## src/design/etr_pkg.sv

```systemverilog
// Package: register offsets, field positions and encodings of the timer output block
package etr_pkg;
   localparam int unsigned ETR_AW = 4;
   localparam int unsigned ETR_CW = 10;
   // Register byte offsets
   localparam logic [3:0] ETR_OFF_CTRL1 = 4'h0;
   localparam logic [3:0] ETR_OFF_CTRL2 = 4'h1;
   localparam logic [3:0] ETR_OFF_CNT_LO = 4'h2;
   localparam logic [3:0] ETR_OFF_CNT_HI = 4'h3;
   localparam logic [3:0] ETR_OFF_CMPA_LO = 4'h4;
   localparam logic [3:0] ETR_OFF_CMPA_HI = 4'h5;
   localparam logic [3:0] ETR_OFF_CMPB_LO = 4'h6;
   localparam logic [3:0] ETR_OFF_CMPB_HI = 4'h7;
   // Field positions, first control register
   localparam int unsigned ETR_C1_RUN = 7;
   localparam int unsigned ETR_C1_AMODE = 4;
   // Field positions, second control register
   localparam int unsigned ETR_C2_BMODE = 6;
   localparam int unsigned ETR_C2_BACT = 4;
   localparam int unsigned ETR_C2_BLEVEL = 3;
   localparam int unsigned ETR_C2_BINV = 2;
   localparam int unsigned ETR_C2_ALIGN = 0;
   // Reset values and counter maximum
   localparam logic [7:0] ETR_RST_BYTE = 8'h00;
   localparam logic [9:0] ETR_RST_CNT = 10'h000;
   localparam logic [9:0] ETR_CNT_MAX = 10'h3ff;
   typedef enum logic [1:0] {
      ETR_M_CMP = 2'b00,
      ETR_M_CAP = 2'b01,
      ETR_M_PWM = 2'b10,
      ETR_M_TMR = 2'b11
   } etr_mode_t;
   typedef enum logic [1:0] {
      ETR_AL_EDGE = 2'b00,
      ETR_AL_UP = 2'b01,
      ETR_AL_DOWN = 2'b10,
      ETR_AL_BOTH = 2'b11
   } etr_align_t;
   // Compare-output action codes
   localparam logic [1:0] ETR_ACT_NONE = 2'b00;
   localparam logic [1:0] ETR_ACT_LOW = 2'b01;
   localparam logic [1:0] ETR_ACT_HIGH = 2'b10;
   localparam logic [1:0] ETR_ACT_TOG = 2'b11;
   // PWM action codes
   localparam logic [1:0] ETR_PWM_OFF = 2'b00;
   localparam logic [1:0] ETR_PWM_ON = 2'b01;
   localparam logic [1:0] ETR_PWM_RUN = 2'b10;
   localparam logic [1:0] ETR_PWM_ONE = 2'b11;
endpackage

```

## src/design/etr_cmp_if.sv

```systemverilog
// Interface: counter value and compare match results between top and comparator
`timescale 1ns/1ns
interface etr_cmp_if;
   logic [9:0] count;
   logic [9:0] value;
   logic match;
   logic below;
   modport top (output count, output value, input match, input below);
   modport cmp (input count, input value, output match, output below);
endinterface

```

## src/design/etr_cmp.sv

```systemverilog
// Comparator: one 10-bit compare value against the counter
`timescale 1ns/1ns
module etr_cmp (
   etr_cmp_if.cmp bus
);
   import etr_pkg::*;
   // Full 10-bit compare, both bytes together
   assign bus.match = (bus.count == bus.value);
   assign bus.below = (bus.count < bus.value);
endmodule

```

## src/design/etr_top.sv

```systemverilog
// Timer output-B channel: control, compare and counter registers, pin B logic
// ===========================================================================
`timescale 1ns/1ns
module etr_top (
   input wire logic mclk,
   input wire logic nrst,
   input wire logic [etr_pkg::ETR_AW-1:0] addr,
   input wire logic [7:0] wdata,
   input wire logic wr,
   input wire logic rd,
   output logic [7:0] rdata,
   output logic output_pin_b,
   output logic output_pin_b_oe,
   output logic match_a,
   output logic match_b
);
   import etr_pkg::*;

   // ========================================================================
   // Registers
   logic [7:0] first_control_reg_r;
   logic [7:0] second_control_reg_r;
   logic [7:0] compare_a_low_byte_r;
   logic [1:0] compare_a_high_bits_r;
   logic [7:0] compare_b_low_byte_r;
   logic [1:0] compare_b_high_bits_r;
   logic [9:0] count_r;
   logic [9:0] count_nxt;
   logic dir_down_r;
   logic run_d_r;
   logic pin_r;
   logic pin_nxt;
   logic pulse_done_r;
   logic match_a_r;
   logic match_b_r;
   logic [7:0] rdata_r;

   // ========================================================================
   // Field decode
   wire counter_run = first_control_reg_r[ETR_C1_RUN];
   wire channel_a_mode_hi = first_control_reg_r[ETR_C1_AMODE+1];
   wire channel_a_mode_lo = first_control_reg_r[ETR_C1_AMODE];
   wire channel_b_mode_hi = second_control_reg_r[ETR_C2_BMODE+1];
   wire channel_b_mode_lo = second_control_reg_r[ETR_C2_BMODE];
   wire [1:0] b_action = second_control_reg_r[ETR_C2_BACT+:2];
   wire output_b_level = second_control_reg_r[ETR_C2_BLEVEL];
   wire output_b_invert = second_control_reg_r[ETR_C2_BINV];
   wire [1:0] pwm_alignment_select = second_control_reg_r[ETR_C2_ALIGN+:2];

   // Mode of each channel comes from its own field
   etr_mode_t mode_a;
   etr_mode_t mode_b;
   assign mode_a = etr_mode_t'({channel_a_mode_hi, channel_a_mode_lo});
   assign mode_b = etr_mode_t'({channel_b_mode_hi, channel_b_mode_lo});
   // Single pulse needs both channels in PWM-class with action one-shot;
   // pairing legality is left to software, nothing here corrects it
   wire b_is_pwm = (mode_b == ETR_M_PWM);
   wire single_pulse = b_is_pwm && (mode_a == ETR_M_PWM)
                       && (b_action == ETR_PWM_ONE);
   wire b_is_cmp = (mode_b == ETR_M_CMP);
   wire b_is_tmr = (mode_b == ETR_M_TMR);
   wire b_is_cap = (mode_b == ETR_M_CAP);
   wire run_rise = counter_run && !run_d_r;
   etr_align_t align;
   assign align = etr_align_t'(pwm_alignment_select);
   wire centre = (align != ETR_AL_EDGE);

   // Compare values as full 10-bit words
   wire [9:0] compare_a_value = {compare_a_high_bits_r, compare_a_low_byte_r};
   wire [9:0] compare_b_value = {compare_b_high_bits_r, compare_b_low_byte_r};

   // ========================================================================
   // Comparators
   etr_cmp_if cmp_a_if ();
   etr_cmp_if cmp_b_if ();
   assign cmp_a_if.count = count_r;
   assign cmp_a_if.value = compare_a_value;
   assign cmp_b_if.count = count_r;
   assign cmp_b_if.value = compare_b_value;
   etr_cmp u_cmp_a (
      .bus(cmp_a_if)
   );
   etr_cmp u_cmp_b (
      .bus(cmp_b_if)
   );
   wire hit_a = cmp_a_if.match && counter_run;
   wire hit_b_raw = cmp_b_if.match && counter_run;

   // Centre-up and centre-down modes qualify the B match by count direction; both-edge centre mode does not
   logic hit_b;
   always_comb begin
      case (align)
         ETR_AL_EDGE: hit_b = hit_b_raw;
         ETR_AL_UP: hit_b = hit_b_raw && !dir_down_r;
         ETR_AL_DOWN: hit_b = hit_b_raw && dir_down_r;
         ETR_AL_BOTH: hit_b = hit_b_raw;
         default: hit_b = hit_b_raw;
      endcase
   end

   // ========================================================================
   // Counter: edge counts up and wraps; centre counts up then down.
   // Period control by other comparators lives outside this block.
   wire at_top = (count_r == ETR_CNT_MAX);
   wire at_bot = (count_r == ETR_RST_CNT);
   wire turn_down = centre && !dir_down_r && at_top;
   wire turn_up = centre && dir_down_r && at_bot;
   always_comb begin
      count_nxt = count_r;
      if (run_rise) begin
         count_nxt = ETR_RST_CNT;
      end else if (counter_run) begin
         if (turn_down || (dir_down_r && !turn_up)) begin
            count_nxt = count_r - 10'h001;
         end else begin
            count_nxt = count_r + 10'h001;
         end
      end
   end

   always_ff @(posedge mclk or negedge nrst) begin
      if (!nrst) begin
         count_r <= ETR_RST_CNT;
         dir_down_r <= 1'b0;
      end else begin
         count_r <= count_nxt;
         if (run_rise || !centre) begin
            dir_down_r <= 1'b0;
         end else if (turn_down) begin
            dir_down_r <= 1'b1;
         end else if (turn_up) begin
            dir_down_r <= 1'b0;
         end
      end
   end

   // ========================================================================
   // Pin B raw state (before polarity)
   // PWM active while count below compare B; level bit picks active sense
   wire pwm_active = cmp_b_if.below;
   wire pwm_level = pwm_active ? output_b_level : !output_b_level;
   always_comb begin
      pin_nxt = pin_r;
      if (run_rise && (b_is_cmp || b_is_pwm)) begin
         // Counter start restores the configured initial level; timer and
         // capture leave the pin alone, the level bit means nothing there
         pin_nxt = output_b_level;
      end else if (b_is_cmp) begin
         // Level bit holds until the first B match
         if (hit_b) begin
            case (b_action)
               ETR_ACT_NONE: pin_nxt = pin_r;
               ETR_ACT_LOW: pin_nxt = 1'b0;
               ETR_ACT_HIGH: pin_nxt = 1'b1;
               ETR_ACT_TOG: pin_nxt = !pin_r;
               default: pin_nxt = pin_r;
            endcase
         end else if (!counter_run) begin
            pin_nxt = output_b_level;
         end
      end else if (b_is_pwm) begin
         case (b_action)
            ETR_PWM_OFF: pin_nxt = !output_b_level;
            ETR_PWM_ON: pin_nxt = output_b_level;
            ETR_PWM_RUN: pin_nxt = counter_run ? pwm_level : !output_b_level;
            ETR_PWM_ONE: pin_nxt = (counter_run && !pulse_done_r)
                                   ? output_b_level : !output_b_level;
            default: pin_nxt = pin_r;
         endcase
      end else begin
         // Timer/counter and capture ignore the level bit
         pin_nxt = pin_r;
      end
   end

   always_ff @(posedge mclk or negedge nrst) begin
      if (!nrst) begin
         pin_r <= 1'b0;
         run_d_r <= 1'b0;
         pulse_done_r <= 1'b0;
      end else begin
         pin_r <= pin_nxt;
         run_d_r <= counter_run;
         // One shot ends on the B match, rearmed by a new start
         if (run_rise) begin
            pulse_done_r <= 1'b0;
         end else if (single_pulse && hit_b) begin
            pulse_done_r <= 1'b1;
         end
      end
   end

   // Polarity applies everywhere except timer/counter mode, input capture included
   wire pin_drive = b_is_cmp || b_is_pwm;
   wire pin_inv = output_b_invert && !b_is_tmr;
   assign output_pin_b = pin_r ^ pin_inv;
   // Pin released to normal I/O in timer/counter mode, and input in capture
   assign output_pin_b_oe = pin_drive && !b_is_cap;

   always_ff @(posedge mclk or negedge nrst) begin
      if (!nrst) begin
         match_a_r <= 1'b0;
         match_b_r <= 1'b0;
      end else begin
         match_a_r <= hit_a;
         match_b_r <= hit_b;
      end
   end
   assign match_a = match_a_r;
   assign match_b = match_b_r;

   // ========================================================================
   // Register writes
   wire wr_c1 = wr && (addr == ETR_OFF_CTRL1);
   wire wr_c2 = wr && (addr == ETR_OFF_CTRL2);
   wire wr_al = wr && (addr == ETR_OFF_CMPA_LO);
   wire wr_ah = wr && (addr == ETR_OFF_CMPA_HI);
   wire wr_bl = wr && (addr == ETR_OFF_CMPB_LO);
   wire wr_bh = wr && (addr == ETR_OFF_CMPB_HI);
   always_ff @(posedge mclk or negedge nrst) begin
      if (!nrst) begin
         first_control_reg_r <= ETR_RST_BYTE;
         second_control_reg_r <= ETR_RST_BYTE;
         compare_a_low_byte_r <= ETR_RST_BYTE;
         compare_a_high_bits_r <= 2'b00;
         compare_b_low_byte_r <= ETR_RST_BYTE;
         compare_b_high_bits_r <= 2'b00;
      end else begin
         if (wr_c1) first_control_reg_r <= wdata;
         if (wr_c2) second_control_reg_r <= wdata;
         if (wr_al) compare_a_low_byte_r <= wdata;
         if (wr_ah) compare_a_high_bits_r <= wdata[1:0];
         if (wr_bl) compare_b_low_byte_r <= wdata;
         if (wr_bh) compare_b_high_bits_r <= wdata[1:0];
      end
   end

   // ========================================================================
   // Register reads, data one cycle after the strobe
   logic [7:0] rd_mux;
   always_comb begin
      case (addr)
         ETR_OFF_CTRL1: rd_mux = first_control_reg_r;
         ETR_OFF_CTRL2: rd_mux = second_control_reg_r;
         ETR_OFF_CNT_LO: rd_mux = count_r[7:0];
         ETR_OFF_CNT_HI: rd_mux = {6'b00_0000, count_r[9:8]};
         ETR_OFF_CMPA_LO: rd_mux = compare_a_low_byte_r;
         ETR_OFF_CMPA_HI: rd_mux = {6'b00_0000, compare_a_high_bits_r};
         ETR_OFF_CMPB_LO: rd_mux = compare_b_low_byte_r;
         ETR_OFF_CMPB_HI: rd_mux = {6'b00_0000, compare_b_high_bits_r};
         default: rd_mux = ETR_RST_BYTE;
      endcase
   end
   always_ff @(posedge mclk or negedge nrst) begin
      if (!nrst) begin
         rdata_r <= ETR_RST_BYTE;
      end else begin
         // Zero outside the answer cycle keeps the bus quiet
         rdata_r <= rd ? rd_mux : ETR_RST_BYTE;
      end
   end
   assign rdata = rdata_r;

endmodule

```

## config.mk

```make
export PLATFORM = sky130hd
export DESIGN_NAME = etr_top
export DESIGN_NICKNAME = d
export VERILOG_FILES = /design/src/design/etr_pkg.sv /design/src/design/etr_cmp_if.sv /design/src/design/etr_cmp.sv /design/src/design/etr_top.sv
export SDC_FILE = /design/constraint.sdc
export NUM_CORES = 1
export LEC_CHECK = 0
export ABC_AREA = 1
export BUFFER_PORTS_ARGS = -buffer_cell sky130_fd_sc_hd__buf_2
export CAP_MARGIN = 20
export CORE_MARGIN = 8
export CORE_UTILIZATION = 59
export DETAILED_ROUTE_END_ITERATION = 8
export HOLD_SLACK_MARGIN = 0.03
export PLACE_DENSITY_LB_ADDON = 0.1
export SETUP_SLACK_MARGIN = 0.02
export SLEW_MARGIN = 20
export SYNTH_ARGS = -nofsm -noshare
export SYNTH_HDL_FRONTEND = slang
export SYNTH_SLANG_ARGS = --single-unit
```

## constraint.sdc

```tcl
create_clock -name mclk -period 2.78 [get_ports mclk]
set_input_delay 0.417 -clock mclk [delete_from_list [all_inputs] [get_ports mclk]]
set_output_delay 0.417 -clock mclk [all_outputs]
set_load 0.05 [all_outputs]
```

==> key figures <==
Cells and area
  • Final core occ: 67.4%
  • Synth-to-Final Area Change: 11.3%
  • Multi-input combinational cell area: 1770 µm²
  • Fillers: 525
  • Most frequent cells in the layout: nand2_1, dfrtp_1, inv_1
  • Sequential Area: about 1500 µm²
  • Layout cells sized above 1: 14.4%
  • Final #Nets: 525
  • Ant diodes: 0
  • Most common cell after layout, fill and taps aside: nand2_1

Clock tree
  • Clk_lat worst skew: 0.35 ns
  • H-tree depth: 3
  • Clock buffer count from CTS: 9
  • CTS tree: built
  • Clock transition at path regs: 0.07 ns
  • Max Buffers Root-to-Sink: 2
  • CTS root buffer: clkbuf_8
  • Clock Sinks: 60

Yosys
  • Synthesized area per cell: a little under 8 µm²
  • Post-synth ARST share: between 90% and 100%
  • Post-synthesis cell count: ~450
  • Mapped Nets: 488
  • Mapped Area: 3540 µm²
  • Synth cell types: 36
  • #FFs+latches synth: 60
  • Top_reg_cell synth: dfrtp_1
  • Number of synthesis warnings: 0
  • EDFF count, synth: 0
  • Sequential-to-total area share from yosys stat: 42.4%

Power
  • P per Cell Area: 629 nW/µm²
  • Max rail drop VDD: between 0.5 and 0.6 mV
  • Leakage power: 0.00201 µW
  • Tot Pwr: roughly 2500 µW

Routing
  • Vias per Instance: 5.63
  • Total Routed Length: 9310 µm
  • Drt initial violations: 265
  • Vias: approximately 3.2k
  • Router iterations before antenna repair: 5
  • DRC viols: 0
  • Routed WL per cell: 16.4 µm
  • Routed Antenna Nets: 0

Die
  • Die ar.: 8740 µm²
  • Die Height: 93.5 µm
  • Die X-Extent: 93.5 µm
  • Num rows: 28
  • Core box area: about 5900 µm²
  • Initial Util: 60.6%
  • Ports: 28

Critical path
  • Crit path kind: reg -> reg
  • R2R Setup Slk: between 0.2 and 0.25 ns
  • Critical path startpoint category: register
  • CP required: roughly 3 ns
  • Arrival @ worst endpoint: 2.75 ns
  • FF-to-FF Start: second_control_reg_r[0]$_DFFE_PN0P_
  • FF-to-FF End: cmp_a_if.count[6]$_DFFE_PN0P_
  • CP Capture Type: register
  • R2R cell count: 14
  • CP max FO: 12

GRT
  • Vias in the first global route: 3221
  • Initial antenna violation count: 0
  • First-pass GRT wire length: 15700 µm
  • Total grt overflow: 0
  • Largest net degree at the start of global routing: 35
  • Global-route usage over all layers: a little under a quarter

STA
  • Tmin final: between 2 and 3 ns
  • Setup violations, final: 0
  • Tcrit/Tclk final: 91.7%
  • Fin. Hold Viols: 0
  • Tightest Pin Transition: 0.591 ns
  • TNS Setup: 0 ns
  • Worst clock skew: 0.0129 ns
  • RSZ-0062 raised after global routing: no
  • FMAX: just under 400 MHz
  • Final Max Slew Viols: 0
  • Worst slew margin: 60.2%

Placed design
  • Placer Congestion: approximately 0.90
  • Post-detail-place hpwl: 7010 µm
  • Port bufs: 27

Flow run
  • Maxcap violations: 0

Hold path
  • Hold Crit Class: in -> async

Run status
  • Status: finished clean
-- where the power goes --
group          internal, µW  leakage [µW]  switching, µW
clock                   322     0.0000803            352
combinational           225       0.00114            436
sequential             1010      0.000787            137
-- worst max-delay path by stage --
stage                                        startpoint  depth (start not counted)                       endpoint  slack (ns)
finish              second_control_reg_r[0]$_DFFE_PN0P_                         14  cmp_a_if.count[6]$_DFFE_PN0P_        0.23
CTS                 second_control_reg_r[0]$_DFFE_PN0P_                         16  cmp_a_if.count[9]$_DFFE_PN0P_        0.25
floorplan           second_control_reg_r[0]$_DFFE_PN0P_                         14  cmp_a_if.count[6]$_DFFE_PN0P_        0.50
detailed placement  second_control_reg_r[0]$_DFFE_PN0P_                         16  cmp_a_if.count[9]$_DFFE_PN0P_        0.28
global placement    second_control_reg_r[0]$_DFFE_PN0P_                         14  cmp_a_if.count[6]$_DFFE_PN0P_        0.36
global route        second_control_reg_r[0]$_DFFE_PN0P_                         15  cmp_a_if.count[6]$_DFFE_PN0P_        0.02
-- area by class of cell --
cell class	count	share of cell area, %
Inverter	66	6.31
Multi-Input combinational cell	319	44.8
Timing Repair Buffer	32	4.38
Clock buffer	12	3.43
Sequential cell	60	38.1
Clock inverter	4	0.666
Tap cell	75	2.38
-- logic make-up after synthesis --
family,synth area share [%]
simple gates,23.7
compound gates,14.6
buf+inv,7.94
flops,42.4
fa+ha+maj,7.62
xor+xnor,3.71
-- sequential cells by signal (all words and copies together) (netlist names) --
register,flops
match_b,1
first_control_reg_r,8
compare_a_high_bits_r,2
compare_a_low_byte_r,8
second_control_reg_r,8
pulse_done_r,1
match_a,1
cmp_a_if.count,10
pin_r,1
dir_down_r,1
rdata,8
compare_b_high_bits_r,2
run_d_r,1
compare_b_low_byte_r,8
-- metrics by stage --
stage / hold slack [ns] / cells / worst slack (ns) / cell area, µm²
after global placement: 0.438 / 552 / 0.364 / 3780
after global routing: 0.103 / 568 / 0.0229 / 3940
after floorplan: 0.121 / 451 / 0.501 / 3540
after detailed placement: 0.450 / 552 / 0.278 / 3780
after CTS: 0.0790 / 568 / 0.247 / 3940
final: 0.0711 / 568 / 0.231 / 3940
-- routing by layer --
metal | vias up | global-route usage, % | part of all wire (%)
met3 | 24 | 5.77 | 6.0
met2 | 111 | 36.8 | 47
li1 | 1573 | - | -
met5 | - | 0 | 0
met4 | 0 | 9.40 | 2.3
met1 | 1490 | 28.6 | 44
-- critical path, cell delays in order (launching register included) --
cell,delay (ns)
dfrtp_1,0.37
inv_1,0.07
ha_1,0.23
nor2_1,0.10
nand4_1,0.10
o21ai_2,0.22
nand2_4,0.16
fa_1,0.43
nand3_1,0.10
nand2_1,0.09
nand2_1,0.09
nand2_1,0.05
a21oi_1,0.15
xor2_1,0.16
o22ai_1,0.08
-- what timing repair did --
| action | 4_1_cts | 5_1_grt |
|---|---|---|
| buffers inserted | 0 | 0 |
| hold buffers | 0 | 0 |
| endpoints found under the setup margin | 0 | 1 |
| resized for setup | 0 | 1 |
| endpoints found under the hold margin | 0 | 0 |
-- cells in the mapped netlist, drive strengths merged (2+ instances only) --
master	n	share of area (%)
nand2	123	14
inv	64	6.8
dfrtp	60	42
o21ai	46	6.6
nor2	29	3.7
nand3	24	3.4
ha	20	7.1
a21oi	17	2.4
xor2	11	2.7
o22ai	10	1.8
nand4	7	1.2
buf	6	0.92
a31oi	5	0.88
nor3	5	0.71
a221oi	4	0.99
xnor2	4	0.99
a211oi	2	0.42
clkinv	2	0.25
nor4	2	0.35
o2111ai	2	0.49
o211ai	2	0.42
Power figures use the tool's default switching activity.
